**config.mk**
```make
export PLATFORM = sky130hd
export DESIGN_NAME = memory_map_wait_state_decoder
export DESIGN_NICKNAME = d
export VERILOG_FILES = /design/src/logic/memory_map_pkg.sv /design/src/logic/pin_sync3.sv /design/src/logic/memory_map_wait_state_decoder.sv
export SDC_FILE = /design/constraint.sdc
export NUM_CORES = 1
export LEC_CHECK = 0
export BUFFER_PORTS_ARGS = -buffer_cell sky130_fd_sc_hd__buf_2
export CAP_MARGIN = 20
export CORE_MARGIN = 2
export CORE_UTILIZATION = 55
export DETAILED_ROUTE_END_ITERATION = 10
export PLACE_DENSITY_LB_ADDON = 0.15
export SLEW_MARGIN = 10
export SYNTH_ARGS = -nofsm -noshare
export SYNTH_HDL_FRONTEND = slang
export SYNTH_HIERARCHICAL = 1
export SYNTH_SLANG_ARGS = --single-unit
export TNS_END_PERCENT = 100
```
**constraint.sdc**
```tcl
create_clock -name ref_clk -period 5.57 [get_ports ref_clk]
set_input_delay 1.114 -clock ref_clk [delete_from_list [all_inputs] [get_ports ref_clk]]
set_output_delay 1.114 -clock ref_clk [all_outputs]
set_load 0.05 [all_outputs]
```
**src/logic/memory_map_pkg.sv**
```systemverilog
package memory_map_pkg;

  // Address and count widths of the CPU memory bus.
  localparam int ADDR_W = 22;
  localparam int WAIT_W = 5;
  localparam int ZONES = 5;

  // Flash sector boundaries, Sector J first, Sector A last.
  localparam logic [21:0] FLASH_BIG_LO = 22'h3D8000;
  localparam logic [21:0] FLASH_SMALL_LO = 22'h3E8000;
  localparam logic [21:0] FLASH_HI = 22'h3F7FFF;
  localparam logic [21:0] SECTOR_A_LO = 22'h3F6000;
  localparam logic [9:0][21:0] SECTOR_LO = {
    22'h3F6000, 22'h3F4000, 22'h3F0000, 22'h3EC000, 22'h3E8000,
    22'h3E4000, 22'h3E0000, 22'h3DC000, 22'h3DA000, 22'h3D8000};
  localparam logic [3:0] SECTOR_COUNT = 4'hA;

  // Words inside Sector A with a fixed role.
  localparam logic [21:0] SEC_ZERO_LO = 22'h3F7F80;
  localparam logic [21:0] SEC_ZERO_HI = 22'h3F7FF5;
  localparam logic [21:0] ENTRY_LO = 22'h3F7FF6;
  localparam logic [21:0] ENTRY_HI = 22'h3F7FF7;
  localparam logic [21:0] PASSWORD_LO = 22'h3F7FF8;
  localparam logic [21:0] PASSWORD_HI = 22'h3F7FFF;

  // Placement of the remaining blocks.
  localparam logic [21:0] LOW_A_LO = 22'h000000;
  localparam logic [21:0] LOW_A_HI = 22'h0003FF;
  localparam logic [21:0] LOW_B_LO = 22'h000400;
  localparam logic [21:0] LOW_B_HI = 22'h0007FF;
  localparam logic [21:0] PF0_LO = 22'h000800;
  localparam logic [21:0] PF0_HI = 22'h000FFF;
  localparam logic [21:0] ZONE0_LO = 22'h002000;
  localparam logic [21:0] ZONE0_HI = 22'h003FFF;
  localparam logic [21:0] ZONE1_LO = 22'h004000;
  localparam logic [21:0] ZONE1_HI = 22'h005FFF;
  localparam logic [21:0] PF1_LO = 22'h006000;
  localparam logic [21:0] PF1_HI = 22'h006FFF;
  localparam logic [21:0] PF2_LO = 22'h007000;
  localparam logic [21:0] PF2_HI = 22'h007FFF;
  localparam logic [21:0] MID_A_LO = 22'h008000;
  localparam logic [21:0] MID_A_HI = 22'h008FFF;
  localparam logic [21:0] MID_B_LO = 22'h009000;
  localparam logic [21:0] MID_B_HI = 22'h009FFF;
  localparam logic [21:0] ZONE2_LO = 22'h080000;
  localparam logic [21:0] ZONE2_HI = 22'h0FFFFF;
  localparam logic [21:0] ZONE6_LO = 22'h100000;
  localparam logic [21:0] ZONE6_HI = 22'h17FFFF;
  localparam logic [21:0] OTP_LO = 22'h3D7800;
  localparam logic [21:0] OTP_HI = 22'h3D7BFF;
  localparam logic [21:0] HIGH_LO = 22'h3F8000;
  localparam logic [21:0] HIGH_HI = 22'h3F9FFF;
  localparam logic [21:0] BOOT_LO = 22'h3FF000;
  localparam logic [21:0] BOOT_HI = 22'h3FFFFF;
  localparam logic [21:0] ZONE7_LO = 22'h3FC000;
  localparam logic [21:0] ZONE7_HI = 22'h3FFFFF;

  // Fixed wait-state counts.
  localparam logic [4:0] WAIT_ZERO = 5'h00;
  localparam logic [4:0] WAIT_ONE = 5'h01;
  localparam logic [4:0] WAIT_PF_READ = 5'h02;
  localparam logic [4:0] WAIT_PASSWORD = 5'h10;
  localparam logic [4:0] WAIT_ALIGN = 5'h02;

  // Pin synchroniser settle time before the boot pin is captured.
  localparam logic [2:0] CAPTURE_DELAY = 3'h4;

  // Reset values.
  localparam logic RST_PROTECT = 1'b1;
  localparam logic RST_BOOT_MODE = 1'b0;

  // Zone index in the per-zone configuration vectors.
  localparam int Z0 = 0;
  localparam int Z1 = 1;
  localparam int Z2 = 2;
  localparam int Z6 = 3;
  localparam int Z7 = 4;

  // Decoded target of an access.
  typedef enum logic [4:0] {
    REG_NONE = 5'h00,
    REG_LOW_A = 5'h01,
    REG_LOW_B = 5'h02,
    REG_MID_A = 5'h03,
    REG_MID_B = 5'h04,
    REG_HIGH = 5'h05,
    REG_PF0 = 5'h06,
    REG_PF1 = 5'h07,
    REG_PF2 = 5'h08,
    REG_OTP = 5'h09,
    REG_FLASH = 5'h0A,
    REG_PASSWORD = 5'h0B,
    REG_BOOT = 5'h0C,
    REG_ZONE0 = 5'h0D,
    REG_ZONE1 = 5'h0E,
    REG_ZONE2 = 5'h0F,
    REG_ZONE6 = 5'h10,
    REG_ZONE7 = 5'h11
  } region_e;

  typedef enum logic [1:0] {
    ST_IDLE = 2'b00,
    ST_WAIT = 2'b01
  } access_state_e;

  // One request from the CPU memory bus.
  typedef struct packed {
    logic valid;
    logic write;
    logic program_space;
    logic io_space;
    logic [21:0] addr;
  } bus_req_s;

  // Routing result held for the whole access.
  typedef struct packed {
    region_e region;
    logic [3:0] sector;
    logic decode_error;
  } route_s;

endpackage : memory_map_pkg

```
**src/logic/pin_sync3.sv**
```systemverilog
`timescale 1ns/1ps
// Three-stage synchroniser for two asynchronous pins. The filtered value only
// moves when the second and third stages agree, so a single metastable
// sample can never reach the decoder.
module pin_sync3 (
  input wire logic ref_clk,
  input wire logic reset_n,
  input wire logic clk_en,
  input wire logic [1:0] pin_in,
  output logic [1:0] pin_out
);

  logic [1:0] stage1; // Read only by stage2.
  logic [1:0] stage2; // Second stage.
  logic [1:0] stage3; // Third stage.

  // Shift the pins through the chain and update on agreement.
  always_ff @(posedge ref_clk or negedge reset_n)
  begin
    if (!reset_n)
    begin
      stage1 <= 2'h0;
      stage2 <= 2'h0;
      stage3 <= 2'h0;
      pin_out <= 2'h0;
    end
    else if (clk_en)
    begin
      stage1 <= pin_in;
      stage2 <= stage1;
      stage3 <= stage2;
      pin_out <= (stage2 & stage3) | (pin_out & (stage2 ^ stage3));
    end
  end

endmodule : pin_sync3

```
**src/logic/memory_map_wait_state_decoder.sv**
```systemverilog
`timescale 1ns/1ps
// What this block does
// - Flash sectors at fixed ranges per variant.
// - Two entry words hold a branch.
// - Eight password words, never all zero.
// - Legacy code runs from upper 64K.
// - Five zones share three chip selects.
// - Each zone has its own wait count.
// - Each zone chooses to honour ready.
// - Protected write then read keeps order.
// - Protection programmable, enabled after reset.
// - Boot pin high maps zone 7 high.
// - Boot pin low disables zone 7.
// - Boot pin captured into rewritable mode bit.
// - Mode bit remaps boot ROM, zone 7 only.
// - External interface decodes memory accesses only.
// - Fixed wait counts for on-chip blocks.
// - Flash waits programmable, zero minimum.
// - OTP waits programmable, one minimum.
// - Password words always take sixteen waits.
// - External accesses never below one wait.
module memory_map_wait_state_decoder (
  input wire logic ref_clk,
  input wire logic reset_n,
  input wire logic clk_en,
  input wire memory_map_pkg::bus_req_s bus_req,
  input wire logic large_flash,
  input wire logic [3:0] flash_wait,
  input wire logic [3:0] otp_wait,
  input wire logic [memory_map_pkg::ZONES-1:0][3:0] zone_wait,
  input wire logic [memory_map_pkg::ZONES-1:0] zone_ready_en,
  input wire logic protect_write_en,
  input wire logic protect_write_val,
  input wire logic boot_mode_write_en,
  input wire logic boot_mode_write_val,
  input wire logic boot_mode_select_pin,
  input wire logic ext_ready,
  output logic bus_ready,
  output logic busy,
  output memory_map_pkg::route_s route,
  output logic zone01_chip_select_n,
  output logic zone2_chip_select_n,
  output logic zone67_chip_select_n,
  output logic boot_mode_bit,
  output logic protect_enable,
  output logic align_inserted
);
  import memory_map_pkg::*;

  // True when an address lies in an inclusive range.
  function automatic logic in_range(input logic [21:0] a,
                                    input logic [21:0] lo,
                                    input logic [21:0] hi);
    in_range = (a >= lo) && (a <= hi);
  endfunction : in_range

  // Sector number, 0 for Sector J up to 9 for Sector A.
  function automatic logic [3:0] sector_of(input logic [21:0] a);
    sector_of = 4'h0;
    for (int i = 1; i < 10; i++)
    begin
      if (a >= SECTOR_LO[i])
      begin
        sector_of = 4'(i);
      end
    end
  endfunction : sector_of

  logic [1:0] sync_out; // Filtered pins: bit 1 boot pin, bit 0 ready.
  logic boot_pin_sync; // Synchronised boot mode select pin.
  logic ready_sync; // Synchronised external ready.
  logic capture_pending; // Boot pin not yet captured since reset.
  logic [2:0] capture_count; // Settle counter for the capture.
  access_state_e state; // Access sequencer state.
  access_state_e next_state; // Next sequencer state.
  logic [4:0] wait_count; // Wait states still to spend.
  logic use_ready; // Current access honours external ready.
  logic last_prot_write; // Previous taken access was a protected write.
  logic [21:0] last_addr; // Address of the previous taken access.

  // Both asynchronous pins share one synchroniser.
  pin_sync3 u_sync (
    .ref_clk(ref_clk),
    .reset_n(reset_n),
    .clk_en(clk_en),
    .pin_in({boot_mode_select_pin, ext_ready}),
    .pin_out(sync_out)
  );

  assign boot_pin_sync = sync_out[1];
  assign ready_sync = sync_out[0];

  // Address decode. Peripheral frames refuse program-space cycles only, and no
  // external zone answers an I/O cycle since the interface has no I/O map.
  wire [21:0] a = bus_req.addr;
  wire flash_lo_ok = a >= (large_flash ? FLASH_BIG_LO : FLASH_SMALL_LO);
  wire hit_flash = flash_lo_ok && (a <= FLASH_HI);
  wire hit_password = in_range(a, PASSWORD_LO, PASSWORD_HI);
  wire hit_pf0 = in_range(a, PF0_LO, PF0_HI);
  wire hit_pf1 = in_range(a, PF1_LO, PF1_HI);
  wire hit_pf2 = in_range(a, PF2_LO, PF2_HI);
  wire hit_pf = hit_pf0 || hit_pf1 || hit_pf2;
  wire pf_blocked = bus_req.program_space && hit_pf;
  wire ext_blocked = bus_req.io_space;
  // Only boot ROM and zone 7 look at the mode bit; nothing else moves.
  wire hit_top = in_range(a, BOOT_LO, BOOT_HI);
  wire hit_boot = hit_top && !boot_mode_bit;
  wire hit_zone7 = in_range(a, ZONE7_LO, ZONE7_HI) && boot_mode_bit;

  region_e dec_region; // Region of the offered request.
  always_comb
  begin
    dec_region = REG_NONE;
    if (in_range(a, LOW_A_LO, LOW_A_HI))
      dec_region = REG_LOW_A;
    else if (in_range(a, LOW_B_LO, LOW_B_HI))
      dec_region = REG_LOW_B;
    else if (in_range(a, MID_A_LO, MID_A_HI))
      dec_region = REG_MID_A;
    else if (in_range(a, MID_B_LO, MID_B_HI))
      dec_region = REG_MID_B;
    else if (in_range(a, HIGH_LO, HIGH_HI))
      dec_region = REG_HIGH;
    else if (hit_pf0 && !pf_blocked)
      dec_region = REG_PF0;
    else if (hit_pf1 && !pf_blocked)
      dec_region = REG_PF1;
    else if (hit_pf2 && !pf_blocked)
      dec_region = REG_PF2;
    else if (in_range(a, OTP_LO, OTP_HI))
      dec_region = REG_OTP;
    else if (hit_flash && hit_password)
      dec_region = REG_PASSWORD;
    else if (hit_flash)
      dec_region = REG_FLASH;
    else if (hit_boot)
      dec_region = REG_BOOT;
    else if (ext_blocked)
      dec_region = REG_NONE;
    else if (hit_zone7)
      dec_region = REG_ZONE7;
    else if (in_range(a, ZONE0_LO, ZONE0_HI))
      dec_region = REG_ZONE0;
    else if (in_range(a, ZONE1_LO, ZONE1_HI))
      dec_region = REG_ZONE1;
    else if (in_range(a, ZONE2_LO, ZONE2_HI))
      dec_region = REG_ZONE2;
    else if (in_range(a, ZONE6_LO, ZONE6_HI))
      dec_region = REG_ZONE6;
  end

  // Zone index of the offered request, valid only for external regions.
  wire is_ext = (dec_region >= REG_ZONE0) && (dec_region <= REG_ZONE7);
  wire [2:0] zone_idx = is_ext ? 3'(dec_region - REG_ZONE0) : 3'h0;
  wire [3:0] zone_cfg = zone_wait[zone_idx];
  wire [4:0] zone_waits = (zone_cfg == 4'h0) ? WAIT_ONE : {1'b0, zone_cfg};
  wire [4:0] otp_waits = (otp_wait == 4'h0) ? WAIT_ONE : {1'b0, otp_wait};

  // Wait count of the offered request before any alignment penalty.
  logic [4:0] base_waits;
  always_comb
  begin
    case (dec_region)
      REG_PF1, REG_PF2:
        base_waits = bus_req.write ? WAIT_ZERO : WAIT_PF_READ;
      REG_OTP:
        base_waits = otp_waits;
      REG_FLASH:
        base_waits = {1'b0, flash_wait};
      REG_PASSWORD:
        base_waits = WAIT_PASSWORD;
      REG_BOOT:
        base_waits = WAIT_ONE;
      REG_ZONE0, REG_ZONE1, REG_ZONE2, REG_ZONE6, REG_ZONE7:
        base_waits = zone_waits;
      default:
        base_waits = WAIT_ZERO;
    endcase
  end

  // Ordering protection: a read that follows a write inside the group at a
  // different word gets extra cycles so the write reaches the bus first.
  wire in_group = (dec_region == REG_PF1) || (dec_region == REG_PF2) ||
                  (dec_region == REG_ZONE1);
  wire need_align = protect_enable && in_group && !bus_req.write &&
                    last_prot_write && (a != last_addr);
  wire [4:0] total_waits = need_align ? 5'(base_waits + WAIT_ALIGN)
                                      : base_waits;
  wire take = (state == ST_IDLE) && bus_req.valid;
  wire wait_over = (wait_count == WAIT_ZERO) && (!use_ready || ready_sync);

  // Sequencer: idle takes a request, wait spends the counted cycles.
  always_comb
  begin
    case (state)
      ST_IDLE:
        next_state = take ? ST_WAIT : ST_IDLE;
      ST_WAIT:
        next_state = wait_over ? ST_IDLE : ST_WAIT;
      default:
        next_state = ST_IDLE;
    endcase
  end

  // Chip selects of the offered request; paired zones share a pin.
  wire cs01 = (dec_region == REG_ZONE0) || (dec_region == REG_ZONE1);
  wire cs2 = dec_region == REG_ZONE2;
  wire cs67 = (dec_region == REG_ZONE6) || (dec_region == REG_ZONE7);

  // Access sequencing, wait counting and held routing outputs.
  always_ff @(posedge ref_clk or negedge reset_n)
  begin
    if (!reset_n)
    begin
      state <= ST_IDLE;
      wait_count <= WAIT_ZERO;
      use_ready <= 1'b0;
      bus_ready <= 1'b0;
      busy <= 1'b0;
      route <= '{region: REG_NONE, sector: 4'h0, decode_error: 1'b0};
      zone01_chip_select_n <= 1'b1;
      zone2_chip_select_n <= 1'b1;
      zone67_chip_select_n <= 1'b1;
      align_inserted <= 1'b0;
      last_prot_write <= 1'b0;
      last_addr <= 22'h000000;
    end
    else if (clk_en)
    begin
      state <= next_state;
      bus_ready <= (state == ST_WAIT) && wait_over;
      busy <= next_state == ST_WAIT;
      if (take)
      begin
        wait_count <= total_waits;
        use_ready <= is_ext && zone_ready_en[zone_idx];
        route.region <= dec_region;
        route.sector <= hit_flash ? sector_of(a) : 4'h0;
        route.decode_error <= dec_region == REG_NONE;
        zone01_chip_select_n <= !cs01;
        zone2_chip_select_n <= !cs2;
        zone67_chip_select_n <= !cs67;
        align_inserted <= need_align;
        last_prot_write <= in_group && bus_req.write;
        last_addr <= a;
      end
      else if (state == ST_WAIT)
      begin
        if (wait_count != WAIT_ZERO)
        begin
          wait_count <= 5'(wait_count - WAIT_ONE);
        end
        else if (wait_over)
        begin
          // Release the chip selects together with the completion pulse.
          zone01_chip_select_n <= 1'b1;
          zone2_chip_select_n <= 1'b1;
          zone67_chip_select_n <= 1'b1;
        end
        // With ready honoured and low, the count sits at zero and the
        // access stretches for as long as the device asks.
      end
    end
  end

  // Protection enable: set after reset, rewritable by software.
  always_ff @(posedge ref_clk or negedge reset_n)
  begin
    if (!reset_n)
    begin
      protect_enable <= RST_PROTECT;
    end
    else if (clk_en && protect_write_en)
    begin
      protect_enable <= protect_write_val;
    end
  end

  // Boot mode bit. The pin is caught once the synchroniser has settled
  // after reset release; a reset value cannot come from the pin itself.
  // A software write in the capture cycle loses, as the strap is the
  // defining value of that moment.
  always_ff @(posedge ref_clk or negedge reset_n)
  begin
    if (!reset_n)
    begin
      boot_mode_bit <= RST_BOOT_MODE;
      capture_pending <= 1'b1;
      capture_count <= 3'h0;
    end
    else if (clk_en)
    begin
      if (capture_pending)
      begin
        if (capture_count == CAPTURE_DELAY)
        begin
          boot_mode_bit <= boot_pin_sync;
          capture_pending <= 1'b0;
        end
        else
        begin
          capture_count <= 3'(capture_count + 3'h1);
        end
      end
      else if (boot_mode_write_en)
      begin
        boot_mode_bit <= boot_mode_write_val;
      end
    end
  end

endmodule : memory_map_wait_state_decoder

```
## Yosys cells after proc, flatten, opt, wreduce, memory -nomap -nowiden

Index checks and enable logic that the tools add are counted.

- Register bits: 61
- Word-level logic and storage cells: 214
- Output and inout port bits: 18
- Input port bits: 69

- Bitwise gates (word level): 5
- $add $sub $neg: 4
- Muxes and demuxes: 56
- Eq/ne operators: 17
- Reductions and logical operators: 66
- Magnitude comparators: 44

Operators with widths:

| kind | number |
|---|---|
| $ge 22x22->1 const B | 14 |
| $mux 5 | 22 |
| $le 22x22->1 const B | 4 |
| $ge 22x15->1 const B | 3 |
| $le 22x15->1 const B | 3 |
| $mux 4 | 12 |
| $ge 22x16->1 const B | 2 |
| $le 22x16->1 const B | 2 |
| $eq 5x4->1 const B | 8 |
| $logic_and 1x1->1 | 35 |
| $pmux 5 s6 | 1 |
| $ge 22x1->1 const B | 1 |
| $ge 22x11->1 const B | 1 |
| $ge 22x12->1 const B | 1 |
| $ge 22x14->1 const B | 1 |
| $ge 22x20->1 const B | 1 |
| $ge 22x21->1 const B | 1 |
| $ge 22x22->1 | 1 |
| $le 22x10->1 const B | 1 |
| $le 22x11->1 const B | 1 |
| $le 22x12->1 const B | 1 |
| $le 22x14->1 const B | 1 |
| $le 22x20->1 const B | 1 |
| $le 22x21->1 const B | 1 |
| other kinds (37) | 73 |

## Longest topological paths before layout

- Depth after elaboration: 31
- Gate-level depth with buffers: 18
- Gate-level depth less buffers: 17

## Cells and area by module

The synthesis kept the hierarchy.

Modules (own cells, without submodules):

| module | cells an instance | sequential area each (um^2) | times used | area an instance (um^2) |
|---|---|---|---|---|
| memory_map_wait_state_decoder | 456 | 1282.5 | 1 | 3831.2 |
| pin_sync3 | 21 | 200.2 | 1 | 356.6 |

## Worst setup path after synthesis

Ideal clock, no wire load.

- Path type: in2reg
- From: input port bus_req[19] in the netlist's numbering
- To: register wait_count[3]
- Data required time: 5428 ps
- Path slack: 884 ps
- Buffers on the path: 1
- Arrival: 4544 ps
- Cell stages on the path: 16
- Setup time: 142 ps
- Cells stage by stage: buf_2 > or4_1 > or3_1 > a21oi_1 > o211a_1 > inv_1 > ha_1 > or3_1 > a2bb2oi_1 > inv_1 > a31oi_1 > o221ai_2 > ha_1 > nand2_1 > xor2_1 > o221ai_1

- Elaborated cells on any way between the ends: 110
- Classes of those cells: add/sub: 2; order compare: 34; eq/ne: 12; mux: 25; reduce/logical: 37

RTL lines:

| element | line | text |
|---|---|---|
| start: declaration | memory_map_wait_state_decoder.sv:26 | `input wire memory_map_pkg::bus_req_s bus_req,` |
| $ge 22x20->1 / $le 22x20->1 (equally long branches) | memory_map_wait_state_decoder.sv:54 | `in_range = (a >= lo) && (a <= hi);` |
| $logic_and 1x1->1 | memory_map_wait_state_decoder.sv:54 |  |
| $mux 5 | memory_map_wait_state_decoder.sv:146 | `else if (in_range(a, ZONE2_LO, ZONE2_HI))` |
| $mux 5 | memory_map_wait_state_decoder.sv:144 | `else if (in_range(a, ZONE1_LO, ZONE1_HI))` |
| $mux 5 | memory_map_wait_state_decoder.sv:142 | `else if (in_range(a, ZONE0_LO, ZONE0_HI))` |
| $mux 5 | memory_map_wait_state_decoder.sv:140 | `else if (hit_zone7)` |
| $mux 5 | memory_map_wait_state_decoder.sv:138 | `else if (ext_blocked)` |
| $mux 5 | memory_map_wait_state_decoder.sv:136 | `else if (hit_boot)` |
| (+11 left out) | -- |  |
| via dec_region[1] | memory_map_wait_state_decoder.sv:110 | `region_e dec_region;` |
| (+3 left out) | -- |  |
| $bmux 4 s3 | memory_map_wait_state_decoder.sv:155 | `wire [3:0] zone_cfg = zone_wait[zone_idx];` |
| $mux 4 (not written as such) | memory_map_wait_state_decoder.sv:155 |  |
| $logic_not 4->1 | memory_map_wait_state_decoder.sv:156 | `wire [4:0] zone_waits = (zone_cfg == 4'h0) ? WAIT_ONE : {1'b0, zone_cfg};` |
| $mux 4 | memory_map_wait_state_decoder.sv:156 |  |
| $pmux 5 s6 | memory_map_wait_state_decoder.sv:163 | `case (dec_region)` |
| $add 5x2->5 | memory_map_wait_state_decoder.sv:187 | `wire [4:0] total_waits = need_align ? 5'(base_waits + WAIT_ALIGN)` |
| $mux 5 (*) | memory_map_wait_state_decoder.sv:187 |  |
| $mux 5 (*) | memory_map_wait_state_decoder.sv:233 | `if (take)` |
| end signal: assignment | memory_map_wait_state_decoder.sv:235 | `wait_count <= total_waits;` |
| end signal: assignment | memory_map_wait_state_decoder.sv:251 | `wait_count <= 5'(wait_count - WAIT_ONE);` |
| end: declaration | memory_map_wait_state_decoder.sv:76 | `logic [4:0] wait_count;` |

The timed path passes the listed nets; every way through them passes the cells marked *. The select of a mux whose other input is x is not followed.
A chain may end at the register's enable or synchronous reset.

## Final worst setup path

- From: input port bus_req[14] in the netlist's numbering
- To: register wait_count[3]

- Longest elaborated chain between the ends: 31
- Elaborated cells on any way between the ends: 110
- Classes of those cells: add/sub: 2; order compare: 34; eq/ne: 12; mux: 25; reduce/logical: 37

RTL lines:

| element | line | text |
|---|---|---|
| $ge 22x21->1 / $le 22x21->1 (equally long branches) | memory_map_wait_state_decoder.sv:54 |  |
| $logic_and 1x1->1 | memory_map_wait_state_decoder.sv:54 |  |
| $mux 5 | memory_map_wait_state_decoder.sv:148 | `else if (in_range(a, ZONE6_LO, ZONE6_HI))` |
| $mux 5 | memory_map_wait_state_decoder.sv:146 |  |
| $mux 5 | memory_map_wait_state_decoder.sv:144 |  |
| $mux 5 | memory_map_wait_state_decoder.sv:142 |  |
| $mux 5 | memory_map_wait_state_decoder.sv:140 |  |
| $mux 5 | memory_map_wait_state_decoder.sv:138 |  |
| (+15 left out) | -- |  |
| $bmux 4 s3 | memory_map_wait_state_decoder.sv:155 |  |
| $mux 4 (not written as such) | memory_map_wait_state_decoder.sv:155 |  |
| $logic_not 4->1 | memory_map_wait_state_decoder.sv:156 |  |
| $mux 4 | memory_map_wait_state_decoder.sv:156 |  |
| $pmux 5 s6 | memory_map_wait_state_decoder.sv:163 |  |
| $add 5x2->5 | memory_map_wait_state_decoder.sv:187 |  |
| $mux 5 (*) | memory_map_wait_state_decoder.sv:187 |  |
| $mux 5 (*) | memory_map_wait_state_decoder.sv:233 |  |

Every way passes the cells marked *; elsewhere a longest branch is shown, timed or not. The select of a mux whose other input is x is not followed.

==> summary.md <==
| Metric | Value |
|---|---|
| Top post-synthesis cells by area | dfrtp_1 (32%), nand2_1 (9.1%), xnor2_1 (4.2%) |
| Crit path arrival time | 5.08 ns |
| FFs w/ async S/R, synth | 100% |
| Synth Flop Type | dfrtp_1 |
| Relative slew slack | 36.6% |
| Final clock skew | 0.00692 ns |
| Via-per-instance ratio | 6.02 |
| Hold_sp | route[5] |
| Max stage delay cell, worst path | or4_1 |
| Crit Path Max Fanout | 17 |
| Global-route usage over all layers | 28.0% |
| Final hold viol count | 0 |
| Syn_nets | 559 |
| Avg WL per Cell | 17.2 um |
| Mapped Area | 4190 sq um |
| GPL Wtd Cong | 0.965 |
| CTS tree | built |
| Total wire length | 11300 um |
| Post-CTS setup buffer count | 0 |
| Max-slew violations | 0 |
| I/O Pins | 87 |
| Fmax | 204 MHz |
| DIE HEIGHT | 91.3 um |
| Reg2reg start | boot_mode_bit |
| Initial antenna violation count | 0 |
| Worst Path Required | 5.75 ns |
| Post-synthesis register bit count | 59 |
| # port buffers | 86 |
| Detailed-placement wirelength estimate | 8270 um |
| Max incr delay on CP | 0.59 ns |
| PwrDens | 369 nW/um^2 |
| CTS Root Cell | clkbuf_8 |
| Fin crit share | 87.9% |
| Clock buffer count from CTS | 9 |
| Standard-cell rows | 31 |
| Hold buffers post-CTS | 0 |
| Post-CTS sizing | 0 |
| CP Buf/Inv Count | 3 |
| Initial drt markers | 257 |
| # setup viols final | 0 |
| Post-synth EDFFs | 0 |
| Total chip power | 1.80 mW |
| Diodes inserted | 0 |
| Layout cells sized above 1 | 26.6% |
| Skew-Pair Late Insertion Delay | 0.34 ns |
| Remaining global-route overflow | 0 |
| Global-route wire length before repair | 18800 um |
| Drt pass-1 iters | 5 |
| Setup crit start | bus_req[14] |
| Top-count cell post-synth | nand2_1 |
| Critical path class | in2reg |
| Avg Cell Area, Syn | 8.78 sq um |
| Crit path top cell by count | ha_1 |
| Antenna Nets Post-Route | 0 |
| Startpoint Class | input pin |
| Vias in the first global route | 3805 |
| Largest delay share family, worst path | compound AO/OA/AOI/OAI gates |
| Yosys cell types | 89 |
| CTS Sinks | 59 |
| IR drop worst, VDD | 0.250 mV |
| Seq/Total Area, Yosys | 35.4% |
| Outcome | complete, no violations |
| Hold crit path type | reg2reg |
| Leak | 2.22 nW |
| Layout area overhead | 16.2% |
| Crit path capture type | register |
| Vias | 3952 |
| Top cell type's share of synthesized area | 32.3% |
| Top cell type by total area after synthesis | dfrtp_1 |
| Clk slew on worst S/H paths | 0.07 ns |
| Syn. warnings | 6 |
| Measured slew at the worst slew-check pin | 0.951 ns |
| TNS Setup | 0 ns |
| CORE AREA | 7330 sq um |
| RSZ-0062 raised after global routing | false |
| Nets@finish | 634 |
| Cells after Synth | 477 |
| Final min period | 4.89 ns |
| DRC viols | 0 |
| Die Wd | 91.3 um |
| Top cells by count, synth | nand2_1 (102), dfrtp_1 (54), o21ai_0 (23) |
| CP cell instances | buf_2 -> nand4b_4 -> or4_1 -> o311ai_2 -> a211oi_2 -> buf_4 -> ha_1 -> or3_1 -> a2bb2oi_1 -> inv_1 -> a31oi_1 -> o221ai_2 -> ha_1 -> nand2_1 -> xor2_1 -> o221ai_1 |
| Maximum Capacitance Violations | 0 |
| Die area | 8330 sq um |
| Clock Path Buffers | 2 |
| Initial Util | 57.1% |
| Largest net degree at the start of global routing | 60 |
| H-tree Lvls | 3 |
==> routing by layer <==
layer	up-vias	global-route usage [%]	part of all wire [%]
li1	1871	-	-
met1	1910	40.8	48
met2	149	42.0	44
met3	22	5.89	6.8
met4	0	7.95	1.5
met5	-	0	0
==> power by group <==
part	leakage, nW	switching (mW)	internal, mW
Sequential	0.730	0.112	0.588
Clock	0.108	0.186	0.264
Combinational	1.38	0.405	0.242
Total	2.22	0.702	1.09
==> flip-flops by register name, summed over array words and instances (netlist names), 2 cells and up <==
name,count
route,10
u_sync/pin_out,2
u_sync/stage1,2
capture_count,3
wait_count,5
u_sync/stage3,2
last_addr,22
u_sync/stage2,2
==> worst min-delay path, cell delays in order, from the launching register on <==
cell,delay (ns)
dfrtp_1,0.34
nand2_1,0.04
o21ai_0,0.06
==> logic make-up after synthesis <==
logic type,share of synthesized area (%)
flip-flops,35.4
AO/OA/AOI/OAI,20.0
buffers and inverters,4.63
AND/OR/NAND/NOR,25.4
adder cells (fa/ha/maj),3.88
XOR/XNOR,6.04
multiplexers,4.60
==> layout by cell type (no fill, tap or decap), drive strengths merged, types with 3 or more instances in the layout <==
master	Yosys	final
o211ai	3	3
xor2	7	7
and2	5	5
clkbuf	10	10
buf	16	90
o221ai	5	5
a211o	3	3
nor2b	6	6
nor3	15	15
or4	3	3
nand3	11	11
o311ai	4	4
nor4	6	6
mux2	8	8
dfstp	5	5
nor3b	4	4
o31ai	4	4
nand2b	4	4
nand2	103	103
a211oi	3	3
a31oi	5	5
o21ai	26	26
nor2	23	23
a21boi	3	3
nand4b	3	3
nand4	14	14
or3	7	7
inv	16	16
a22oi	3	3
ha	13	13
a21oi	15	15
dfrtp	54	54
mux2i	8	8
xnor2	21	21
or2	3	3
a21o	3	3
a22o	5	5
==> per-stage QoR <==
step	hold slack (ns)	cells	area [sq um]	setup slack, ns	util (%)
6_report	0.475	656	4860	0.675	66.4
5_1_grt	0.511	656	4860	0.294	66.4
4_1_cts	0.481	656	4860	0.733	66.4
3_5_place_dp	0.465	640	4640	0.376	63.3
3_3_place_gp	0.456	640	4640	0.542	63.3
2_1_floorplan	0.435	477	4190	0.884	-
==> cell type report <==
| cell class | count | area, sq um |
|---|---|---|
| multi-input combinational | 376 | 2510 |
| fill | 633 | 2470 |
| sequential | 59 | 1480 |
| timing repair buffer | 90 | 460 |
| clock buffer | 10 | 138 |
| tap | 99 | 124 |
| clock inverter | 6 | 88.8 |
| inverter | 16 | 60.1 |
==> worst paths after layout <==
path                            cells after the start             to  slack [ns]
min in group asynchronous                           2   last_addr[4]        0.92
worst max register to register                     14  wait_count[3]        1.48
worst max-delay path                               16  wait_count[3]        0.68
max in group asynchronous                           2   last_addr[6]        4.14
worst min-delay path                                2       route[5]        0.47
worst min register to register                      2       route[5]        0.47
Note: power is estimated with default switching activity, not from simulation.
